$ cat config.mk
export PLATFORM = sky130hd
export DESIGN_NAME = ddds_dev_flat
export DESIGN_NICKNAME = d
export VERILOG_FILES = /design/src/hdl/ddds_pkg.sv /design/src/hdl/ddds_if.sv /design/src/hdl/ddds_dev.sv /design/src/flat_wrapper.sv
export VERILOG_INCLUDE_DIRS = /design/src /design/src/hdl
export SDC_FILE = /design/constraint.sdc
export NUM_CORES = 1
export LEC_CHECK = 0
export BUFFER_PORTS_ARGS = -buffer_cell sky130_fd_sc_hd__buf_2
export CAP_MARGIN = 20
export CORE_ASPECT_RATIO = 0.8
export CORE_MARGIN = 1
export CORE_UTILIZATION = 58
export CTS_CLUSTER_SIZE = 12
export DETAILED_ROUTE_END_ITERATION = 6
export PLACE_DENSITY_LB_ADDON = 0.1
export SLEW_MARGIN = 0
export SYNTH_ARGS = -nofsm -noshare
export SYNTH_HDL_FRONTEND = slang
export SYNTH_SLANG_ARGS = --single-unit
$ cat constraint.sdc
create_clock -name mclk -period 25 [get_ports mclk]
set_clock_uncertainty 0.05 [all_clocks]
set_input_delay 3.75 -clock mclk [delete_from_list [all_inputs] [get_ports mclk]]
set_output_delay 3.75 -clock mclk [all_outputs]
set_load 0.005 [all_outputs]
$ cat src/hdl/ddds_defs.svh
// Constants shared by both ends of the debug descriptor link.
// Assumes nothing; definitions only.
`ifndef DDDS_DEFS_SVH
`define DDDS_DEFS_SVH

// Info context byte offsets
`define DDDS_CTX_STR_PTR_BASE 64'h0000000000000000
`define DDDS_CTX_LEN_WORD 64'h0000000000000020
`define DDDS_CTX_PTR_BYTES 16'h0008

// Endpoint contexts follow the info context, 64 bytes each
`define DDDS_EP_CTX_SIZE 64'h0000000000000040
`define DDDS_EP_OUT_CTX_OFS 64'h0000000000000040
`define DDDS_EP_IN_CTX_OFS 64'h0000000000000080
`define DDDS_EP_SCRATCH_LO 8'h14
`define DDDS_EP_SCRATCH_HI 8'h1F

// Standard descriptor types and string indices
`define DDDS_TYPE_DEVICE 8'h01
`define DDDS_TYPE_STRING 8'h03
`define DDDS_STR_LANG 8'h00
`define DDDS_STR_MANUF 8'h01
`define DDDS_STR_PRODUCT 8'h02
`define DDDS_STR_SERIAL 8'h03

// Device descriptor constant fields
`define DDDS_DEV_LENGTH 8'h12
`define DDDS_DEV_BCD_USB 16'h0320
`define DDDS_DEV_CLASS 8'h00
`define DDDS_DEV_SUBCLASS 8'h00
`define DDDS_DEV_PROTOCOL 8'h00
`define DDDS_DEV_MAXPKT0 8'h09
`define DDDS_DEV_NUM_CONFIG 8'h01

// Host command port map
`define DDDS_HOST_CMD 8'h00
`define DDDS_HOST_STATUS 8'h04
`define DDDS_HOST_BUF 8'h40
`define DDDS_HOST_BUF_DEPTH 32

`endif

$ cat src/hdl/ddds_pkg.sv
// Types shared by both ends of the debug descriptor link.
// Assumes the constants header is compiled alongside.
package ddds_pkg;

  typedef enum logic [2:0] {
    DEV_IDLE = 3'b000,
    DEV_DESC = 3'b001,
    DEV_LEN = 3'b010,
    DEV_PTR = 3'b011,
    DEV_STR = 3'b100
  } ddds_dev_state_t;

  typedef enum logic [1:0] {
    HOST_IDLE = 2'b00,
    HOST_REQ = 2'b01,
    HOST_WAIT = 2'b10
  } ddds_host_state_t;

endpackage : ddds_pkg
$ cat src/hdl/ddds_if.sv
// Link between the debug device end and the remote debug host end.
// Both ends run on the same mclk; the testbench joins them.
`timescale 1ns/1ns

interface ddds_if;
  logic req_valid;
  logic req_ready;
  logic [7:0] req_type;
  logic [7:0] req_index;
  logic [15:0] req_len;
  logic dat_valid;
  logic [7:0] dat_byte;
  logic resp_done;
  logic resp_stall;

  modport dev (
    input req_valid, req_type, req_index, req_len,
    output req_ready, dat_valid, dat_byte, resp_done, resp_stall
  );

  modport host (
    output req_valid, req_type, req_index, req_len,
    input req_ready, dat_valid, dat_byte, resp_done, resp_stall
  );
endinterface : ddds_if

$ cat src/hdl/ddds_dev.sv
// Debug device end: answers GET_DESCRIPTOR for the device and string
// descriptors, fetching string data from system memory.
// Assumes a byte-wide memory read port whose data arrive one cycle after
// the read strobe, and that software fills the info context beforehand.
//
// What this block does
// - Manufacturer pointer at context 08h, bit0 zero
// - Product pointer at 10h, string index 2
// - Serial pointer at 18h, string index 3
// - Length word at 20h holds four byte counts
// - Zero length means pointer is ignored
// - Software zeroes stream fields in endpoint contexts
// - Software zeroes interval, burst, payload fields
// - Endpoint context 64 bytes, 14h-1Fh opaque
// - One interface with bulk IN and OUT
// - Device descriptor length 12h, type 01h, 0320h
// - Class, subclass, protocol all 00h
// - Endpoint zero packet size field 09h
// - Vendor, product, revision from register fields
// - String indices 01h, 02h, 03h
// - One configuration reported
//
// Design decisions made here: strobed register access and the register offsets.
`timescale 1ns/1ns
`include "ddds_defs.svh"

module ddds_dev (
  input wire logic mclk, // Controller clock
  input wire logic rst, // Asynchronous reset, active high
  ddds_if.dev lnk, // Link to the remote debug host
  input wire logic [15:0] vendor_id, // Vendor identifier field
  input wire logic [15:0] product_id, // Product identifier field
  input wire logic [15:0] device_rev, // Device revision field
  input wire logic [63:0] ctx_base, // Info context base address
  output logic mem_rd, // Memory byte read strobe
  output logic [63:0] mem_addr, // Memory byte address
  input wire logic [7:0] mem_rdata, // Read byte, cycle after strobe
  output logic [63:0] ep_out_ctx_addr, // OUT bulk endpoint context
  output logic [63:0] ep_in_ctx_addr // IN bulk endpoint context
);

  ////////////////////////////////////////////////////////////////////////
  // Device descriptor bytes

  function automatic logic [7:0] desc_byte(
    input logic [4:0] i,
    input logic [15:0] vid,
    input logic [15:0] pid,
    input logic [15:0] rev
  );
    logic [7:0] b;
    b = 8'h00;
    unique case (i)
      5'h00: b = `DDDS_DEV_LENGTH;
      5'h01: b = `DDDS_TYPE_DEVICE;
      5'h02: b = 8'(`DDDS_DEV_BCD_USB & 16'h00FF);
      5'h03: b = 8'(`DDDS_DEV_BCD_USB >> 8);
      5'h04: b = `DDDS_DEV_CLASS;
      5'h05: b = `DDDS_DEV_SUBCLASS;
      5'h06: b = `DDDS_DEV_PROTOCOL;
      5'h07: b = `DDDS_DEV_MAXPKT0;
      5'h08: b = vid[7:0];
      5'h09: b = vid[15:8];
      5'h0A: b = pid[7:0];
      5'h0B: b = pid[15:8];
      5'h0C: b = rev[7:0];
      5'h0D: b = rev[15:8];
      5'h0E: b = `DDDS_STR_MANUF;
      5'h0F: b = `DDDS_STR_PRODUCT;
      5'h10: b = `DDDS_STR_SERIAL;
      5'h11: b = `DDDS_DEV_NUM_CONFIG;
      default: b = 8'h00;
    endcase
    return b;
  endfunction : desc_byte

  ////////////////////////////////////////////////////////////////////////
  // State

  ddds_pkg::ddds_dev_state_t state_r;
  logic [1:0] idx_r;
  logic [15:0] want_r;
  logic [15:0] total_r;
  logic [15:0] cnt_r;
  logic [63:0] ptr_r;
  logic pend_r;
  logic dat_valid_r;
  logic [7:0] dat_byte_r;
  logic done_r;
  logic stall_r;
  logic [15:0] str_len_c;
  logic [15:0] clip_c;
  logic last_c;

  assign lnk.req_ready = (state_r == ddds_pkg::DEV_IDLE);
  assign lnk.dat_valid = dat_valid_r;
  assign lnk.dat_byte = dat_byte_r;
  assign lnk.resp_done = done_r;
  assign lnk.resp_stall = stall_r;

  // Length byte just fetched, clipped to the requested wLength
  assign str_len_c = {8'h00, mem_rdata};
  assign clip_c = (want_r < str_len_c) ? want_r : str_len_c;
  assign last_c = (cnt_r == total_r - 16'h0001);

  ////////////////////////////////////////////////////////////////////////
  // Memory read port: one outstanding byte at a time, so data always
  // belong to the address issued in the previous cycle

  always_comb
  begin
    mem_rd = 1'b0;
    mem_addr = 64'h0000000000000000;
    if (!pend_r)
    begin
      unique case (state_r)
        ddds_pkg::DEV_LEN:
        begin
          mem_rd = 1'b1;
          mem_addr = ctx_base + `DDDS_CTX_LEN_WORD + {62'h0, idx_r};
        end
        ddds_pkg::DEV_PTR:
        begin
          mem_rd = 1'b1;
          mem_addr = ctx_base + `DDDS_CTX_STR_PTR_BASE
                     + {59'h0, idx_r, 3'b000} + {61'h0, cnt_r[2:0]};
        end
        ddds_pkg::DEV_STR:
        begin
          mem_rd = 1'b1;
          mem_addr = ptr_r + {48'h0, cnt_r};
        end
        default:
        begin
          mem_rd = 1'b0;
          mem_addr = 64'h0000000000000000;
        end
      endcase
    end
  end

  ////////////////////////////////////////////////////////////////////////
  // Request sequencing and data stage

  always_ff @(posedge mclk or posedge rst)
  begin
    if (rst)
    begin
      state_r <= ddds_pkg::DEV_IDLE;
      idx_r <= 2'b00;
      want_r <= 16'h0000;
      total_r <= 16'h0000;
      cnt_r <= 16'h0000;
      ptr_r <= 64'h0000000000000000;
      pend_r <= 1'b0;
      dat_valid_r <= 1'b0;
      dat_byte_r <= 8'h00;
      done_r <= 1'b0;
      stall_r <= 1'b0;
    end
    else
    begin
      dat_valid_r <= 1'b0;
      done_r <= 1'b0;
      stall_r <= 1'b0;
      unique case (state_r)
        ddds_pkg::DEV_IDLE:
        begin
          pend_r <= 1'b0;
          cnt_r <= 16'h0000;
          want_r <= lnk.req_len;
          idx_r <= lnk.req_index[1:0];
          if (lnk.req_valid)
          begin
            if (lnk.req_type == `DDDS_TYPE_DEVICE)
            begin
              if (lnk.req_len == 16'h0000)
                done_r <= 1'b1;
              else
              begin
                total_r <= (lnk.req_len < {8'h00, `DDDS_DEV_LENGTH}) ?
                           lnk.req_len : {8'h00, `DDDS_DEV_LENGTH};
                state_r <= ddds_pkg::DEV_DESC;
              end
            end
            else if (lnk.req_type == `DDDS_TYPE_STRING &&
                     lnk.req_index <= `DDDS_STR_SERIAL)
            begin
              if (lnk.req_len == 16'h0000)
                done_r <= 1'b1;
              else
                state_r <= ddds_pkg::DEV_LEN;
            end
            else
              stall_r <= 1'b1;
          end
        end
        ddds_pkg::DEV_DESC:
        begin
          dat_valid_r <= 1'b1;
          dat_byte_r <= desc_byte(cnt_r[4:0], vendor_id, product_id, device_rev);
          cnt_r <= cnt_r + 16'h0001;
          if (last_c)
          begin
            done_r <= 1'b1;
            state_r <= ddds_pkg::DEV_IDLE;
          end
        end
        ddds_pkg::DEV_LEN:
        begin
          pend_r <= !pend_r;
          if (pend_r)
          begin
            if (mem_rdata == 8'h00)
            begin
              stall_r <= 1'b1;
              state_r <= ddds_pkg::DEV_IDLE;
            end
            else
            begin
              total_r <= clip_c;
              cnt_r <= 16'h0000;
              state_r <= ddds_pkg::DEV_PTR;
            end
          end
        end
        ddds_pkg::DEV_PTR:
        begin
          pend_r <= !pend_r;
          if (pend_r)
          begin
            ptr_r[{cnt_r[2:0], 3'b000} +: 8] <= mem_rdata;
            cnt_r <= cnt_r + 16'h0001;
            if (cnt_r[2:0] == 3'h7)
            begin
              ptr_r[0] <= 1'b0;
              cnt_r <= 16'h0000;
              state_r <= ddds_pkg::DEV_STR;
            end
          end
        end
        ddds_pkg::DEV_STR:
        begin
          pend_r <= !pend_r;
          if (pend_r)
          begin
            dat_valid_r <= 1'b1;
            dat_byte_r <= mem_rdata;
            cnt_r <= cnt_r + 16'h0001;
            if (last_c)
            begin
              done_r <= 1'b1;
              state_r <= ddds_pkg::DEV_IDLE;
            end
          end
        end
        default:
          state_r <= ddds_pkg::DEV_IDLE;
      endcase
    end
  end

  ////////////////////////////////////////////////////////////////////////
  // Endpoint context addresses for the bulk transfer logic; each context
  // is a fixed 64 bytes whatever the controller's own context size

  always_ff @(posedge mclk or posedge rst)
  begin
    if (rst)
    begin
      ep_out_ctx_addr <= 64'h0000000000000000;
      ep_in_ctx_addr <= 64'h0000000000000000;
    end
    else
    begin
      ep_out_ctx_addr <= ctx_base + `DDDS_EP_OUT_CTX_OFS;
      ep_in_ctx_addr <= ctx_base + `DDDS_EP_OUT_CTX_OFS + `DDDS_EP_CTX_SIZE;
    end
  end

endmodule : ddds_dev

$ cat src/flat_wrapper.sv
// flat-port wrapper written by rule: the top's interface ports become plain ports
module ddds_dev_flat 
  (mclk, rst, vendor_id, product_id, device_rev, ctx_base, mem_rd, mem_addr, mem_rdata, ep_out_ctx_addr, ep_in_ctx_addr, lnk_req_valid, lnk_req_type, lnk_req_index, lnk_req_len, lnk_req_ready, lnk_dat_valid, lnk_dat_byte, lnk_resp_done, lnk_resp_stall);
  ddds_if lnk_i ();
  input wire logic mclk;
  input wire logic rst;
  input wire logic [15:0] vendor_id;
  input wire logic [15:0] product_id;
  input wire logic [15:0] device_rev;
  input wire logic [63:0] ctx_base;
  output logic mem_rd;
  output logic [63:0] mem_addr;
  input wire logic [7:0] mem_rdata;
  output logic [63:0] ep_out_ctx_addr;
  output logic [63:0] ep_in_ctx_addr;
  input wire logic [$bits(lnk_i.req_valid)-1:0] lnk_req_valid;
  input wire logic [$bits(lnk_i.req_type)-1:0] lnk_req_type;
  input wire logic [$bits(lnk_i.req_index)-1:0] lnk_req_index;
  input wire logic [$bits(lnk_i.req_len)-1:0] lnk_req_len;
  output wire logic [$bits(lnk_i.req_ready)-1:0] lnk_req_ready;
  output wire logic [$bits(lnk_i.dat_valid)-1:0] lnk_dat_valid;
  output wire logic [$bits(lnk_i.dat_byte)-1:0] lnk_dat_byte;
  output wire logic [$bits(lnk_i.resp_done)-1:0] lnk_resp_done;
  output wire logic [$bits(lnk_i.resp_stall)-1:0] lnk_resp_stall;
  assign lnk_i.req_valid = lnk_req_valid;
  assign lnk_i.req_type = lnk_req_type;
  assign lnk_i.req_index = lnk_req_index;
  assign lnk_i.req_len = lnk_req_len;
  assign lnk_req_ready = lnk_i.req_ready;
  assign lnk_dat_valid = lnk_i.dat_valid;
  assign lnk_dat_byte = lnk_i.dat_byte;
  assign lnk_resp_done = lnk_i.resp_done;
  assign lnk_resp_stall = lnk_i.resp_stall;
  ddds_dev u_core (.mclk(mclk), .rst(rst), .lnk(lnk_i), .vendor_id(vendor_id), .product_id(product_id), .device_rev(device_rev), .ctx_base(ctx_base), .mem_rd(mem_rd), .mem_addr(mem_addr), .mem_rdata(mem_rdata), .ep_out_ctx_addr(ep_out_ctx_addr), .ep_in_ctx_addr(ep_in_ctx_addr));
endmodule
# Yosys cells after proc, flatten, opt, wreduce, memory -nomap -nowiden
# Index checks and enable logic that the tools add are counted.
# word_totals
register_bits,257
output_inout_bits,205
# classes
add_sub_neg,10
magnitude_cmp,3
n_eq_ne,31
shifts,2
n_mux,51
reduce_logical,18
# ops
op,n
two-way mux 16 bit,12
case mux 64 bit (3 select lines),1
"adder 64 x 7 -> 64 bit, second input constant",2
case mux 8 bit (12 select lines),1
case mux 16 bit (5 select lines),1
adder 64 x 16 -> 64 bit,1
adder 64 x 2 -> 64 bit,1
adder 64 x 3 -> 64 bit,1
adder 64 x 5 -> 64 bit,1
"adder 64 x 6 -> 64 bit, second input constant",1
bitwise mux 64 bit,1
two-way mux 64 bit,1
"variable shift 8 x 8 -> 64 bit, first input constant",1
variable part select 8 x 8 -> 64 bit,1
"== test 5 x 4 -> 1 bit, second input constant",8
case mux 16 bit (2 select lines),1
two-way mux 3 bit,10
"adder 16 x 1 -> 16 bit, second input constant",1
== test 16 bit,1
zero test 16 bit,1
"< comparator 16 x 5 -> 1 bit, second input constant",1
< comparator 16 x 8 -> 1 bit,1
case mux 8 bit (2 select lines),1
"subtractor 16 x 1 -> 16 bit, second input constant",1
33 further kinds,63

# Depth between registers and ports, before layout
# depth
depth_word,6
depth_mapped,13
depth_no_buf,12

# Least setup slack after synthesis
# Ideal clock, no wire load.
# synth_path
kind,input to output
from,input ctx_base[15]
to,output mem_addr[62]
arrival_time_ps,5895
required_ps,21200
path_slack_ps,15305
stages,9
cell_sequence,buf_2 > nand4_1 > nor4_1 > buf_2 > nand4_1 > or4_1 > nor2_1 > xnor2_1 > o22ai_1
# synth_between
elab_chain_cells,4
# synth_lines
item,line_no,source
from (decl),flat_wrapper.sv:10,input wire logic [63:0] ctx_base;
adder 64 x 5 -> 64 bit / adder 64 x 6 -> 64 bit (equally long branches),-,
adder 64 x 3 -> 64 bit / adder 64 x 2 -> 64 bit (equally long branches),"ddds_dev.sv:125, ddds_dev.sv:120",
case mux 64 bit (3 select lines) (*),ddds_dev.sv:116,unique case (state_r)
two-way mux 64 bit (*),ddds_dev.sv:114,if (!pend_r)
to (decl),flat_wrapper.sv:12,output logic [63:0] mem_addr;
# Every way passes the cells marked *; elsewhere a longest branch is shown, timed or not.

# Worst setup path in the final report
# layout_path
from,input ctx_base[0]
to,output mem_addr[30]
# Same word-level chain as after synthesis.

==> reports/metrics.cfg <==
[status]
status = finished, violations left
violations = DRC

[global_route]
grt_pass1_vias = 15100
grt_first_pass_wirelength_mm = 88.2
grt_overflow_total = 0
antenna_found_initial = 2
grtUsageTotal_pct = 40.5
grt_max_degree = 120

[clocking]
ctsHoldBuffers = 0
htreeDepth = 1
clock_sinks = 251
cts_tree = done
cts_repair_resize_count = 0
clk_path_buf_depth = 3
postCtsSetupRepairBufs = 0
cts.clk_slew.worst_paths_ns = 0.06
root_buffer = clkbuf_16
numCtsBuffers = 27
clk_latency_ns = 0.55

[sta]
setup_viol = 0
min_period_over_period_pct = 41.9
period_needed_ns = 10.48
fmaxAchievable_ghz = 0.0955
fin_tns_setup_ns = 0
max_slew_margin_pct = 30.1
worstMarginPinSlew_ns = 1.04
slew_violations = 0
grt_setup_unrepaired = no
fin_ws_ns = 14.52
finalHoldViolations = 0

[floorplan]
die_area_um2 = 28700
rows = 54
die_x_um = 189
core_um2 = 27400
ios = 360
start_util_pct = 59.2
die_h_um = 152

[worst_setup_path]
path_class = in2out
path_buf_inv = 2
cp_max_fo = 6
crit_cells = 13
crit_arrival_ns = 6.68
rr_endpoint = u_core.ptr_r[32]
reg2reg_slack_ns = 21.32
crit_end = mem_addr[30]
crit_required_ns = 21.20
r2r_cells = 6
end_kind = output pin
reg2reg_from = u_core.cnt_r[1]
crit_path_start = ctx_base[0]
critPathTopFamily = compound AO/OA/AOI/OAI gates
cp_slowest_cell = nor2_1
worst_setup_path_start_kind = primary input
path_cells = buf_2 -> ha_1 -> fa_1 -> a21o_1 -> a21oi_1 -> o21bai_1 -> a21o_1 -> nand2_1 -> nor2_1 -> nand3_1 -> xor2_1 -> o22ai_1 -> buf_2
slowest_delay_ns = 0.51

[placed_design]
place_ws_ns = 14.63
dp_hpwl_mm = 45.6
placed_cells = 2527
io_buffers = 359
dpl_cell_area_um2 = 18200
gp_congestion = 1.04

[detailed_routing]
drc_errors = 7
vias = 16400
vias_per_cell = 6.37
first_pass_iters = 7
drt_iter0_drc = 2013
antenna_left = 0
wl_per_cell_um = 22.9
wl_mm = 58.9

[power_and_ir_drop]
total_leakage_power_nw = 8.65
p_per_area_nw_per_um2 = 86.4
max-vdd-ir-drop_mv = 0.0756

[logic_synthesis]
mappedNetlistNets = 2089
synth_cells = 1889
synth_area_um2 = 16300
yosysWarningCount = 0
avgSynthCellArea_um2 = 8.60
synth_edf_count = 0
dominantRegCellSynth = dfrtp_1
async_flop_share_pct = 100
ys_ff_latch = 251
yosysSeqAreaShare_pct = 38.6
ys_types = 78

[layout]
area_growth_pct = 17.7
final_util_pct = 69.7
drive_gt1_share_pct = 21.0
multi_input_area_um2 = 9290
fin_area_um2 = 19100
layoutNonFillerInstCount = 2572
num-fill-cells = 2211
nets = 2394
final-seq-area_um2 = 6280

[min_path]
hold_path.class = reg2reg

[flow_run]
timing.max_cap.violations = 0

==> worst min-delay path, stage by stage, from the launching register on <==
cell	delay (ns)
dfrtp_1	0.34
nand2_1	0.05
nand2_1	0.06
==> logic make-up (layout without fill, tap and decap cells) <==
logic type	Yosys count	count (layout)	synth area share [%]
buf+inv	172	489	4.23
xor+xnor	256	256	13.9
fa+ha+maj	45	45	3.60
mux	20	20	1.38
other cells	0	2	0
compound gates	361	361	13.9
flops	251	251	38.6
simple gates	784	784	24.3
==> layout make-up <==
type	count	area share (%)
Inverter	67	1.35
Clock inverter	9	0.791
Clock buffer	32	3.73
Sequential cell	251	32.8
Multi-Input combinational cell	1466	48.6
Antenna cell	2	0.0262
Timing Repair Buffer	381	10.3
Tap cell	364	2.38
==> state kept, by name, summed over array words and instances, names as in the netlist <==
register,cells
u_core.lnk.dat_byte,8
u_core.idx_r,2
u_core.state_r,3
u_core.lnk.dat_valid,1
u_core.want_r,16
u_core.ptr_r,64
u_core.lnk.resp_stall,1
u_core.cnt_r,16
u_core.total_r,16
u_core.ep_out_ctx_addr,64
u_core.lnk.resp_done,1
u_core.ep_in_ctx_addr,58
u_core.pend_r,1
==> cells in the mapped netlist, types with 42 or more instances <==
cell | instances | share of area [%]
nand2_1 | 281 | 6.5
dfrtp_1 | 251 | 39
xnor2_1 | 164 | 8.8
nor2_1 | 137 | 3.2
o21ai_0 | 101 | 3.1
xor2_1 | 89 | 4.8
clkbuf_1 | 82 | 1.9
nand4_1 | 68 | 2.6
inv_1 | 66 | 1.5
nand3_1 | 66 | 2.0
a21oi_1 | 61 | 1.9
o22ai_1 | 57 | 2.2
nor3_1 | 50 | 1.5
ha_1 | 42 | 3.2
==> where the power goes <==
group / internal, mW / leakage (nW) / switching [mW]
registers: 0.484 / 2.86 / 0.0905
clock network: 0.242 / 0.424 / 0.166
logic: 0.249 / 5.37 / 0.421
total: 0.975 / 8.65 / 0.677
==> how the worst min path moves through the flow <==
stage / startpoint / to / slack, ns / cells after the start
detailed placement: u_core.want_r[9] / u_core.want_r[9] / 0.41 / 2
global route: u_core.want_r[9] / u_core.want_r[9] / 0.45 / 2
CTS: u_core.want_r[9] / u_core.want_r[9] / 0.43 / 2
global placement: u_core.want_r[11] / u_core.want_r[11] / 0.41 / 2
finish: u_core.want_r[9] / u_core.want_r[9] / 0.43 / 2
floorplan: u_core.want_r[8] / u_core.want_r[8] / 0.40 / 2
==> metal layers <==
layer  global-route usage, %  up-vias  wire length (um)
met4                    14.0        2              2300
met2                    60.2     1067             25200
met1                    58.0     7908             24500
li1                        -     7280                 -
met3                    8.82      133              6800
met5                    1.92        -                72
==> through the flow <==
step                      total power [mW]  hold slack [ns]
after global placement                1.20            0.410
after global routing                  1.73            0.455
after floorplan                      0.976            0.396
after CTS                             1.63            0.430
after detailed placement              1.22            0.415
final                                 1.65            0.432
==> placed cells by master (no fill, tap or decap), types with 15 or more instances in the layout <==
cell,netlist,routed
a21o_1,18,18
nor2_1,137,137
nor4_1,32,31
inv_1,66,65
nand4_1,68,68
a31oi_1,15,15
xor2_1,89,89
o21ai_0,101,101
nor2b_1,18,18
nand3_1,66,66
nor3_1,50,50
a22oi_1,32,32
a21oi_1,61,61
o22ai_1,57,57
xnor2_1,164,164
dfrtp_1,251,251
buf_2,12,359
clkbuf_16,0,27
buf_4,7,21
and3_1,20,20
nand2_1,281,281
and2_1,19,19
ha_1,42,42
or3_1,17,17
Note: power is estimated with default switching activity, not from simulation.
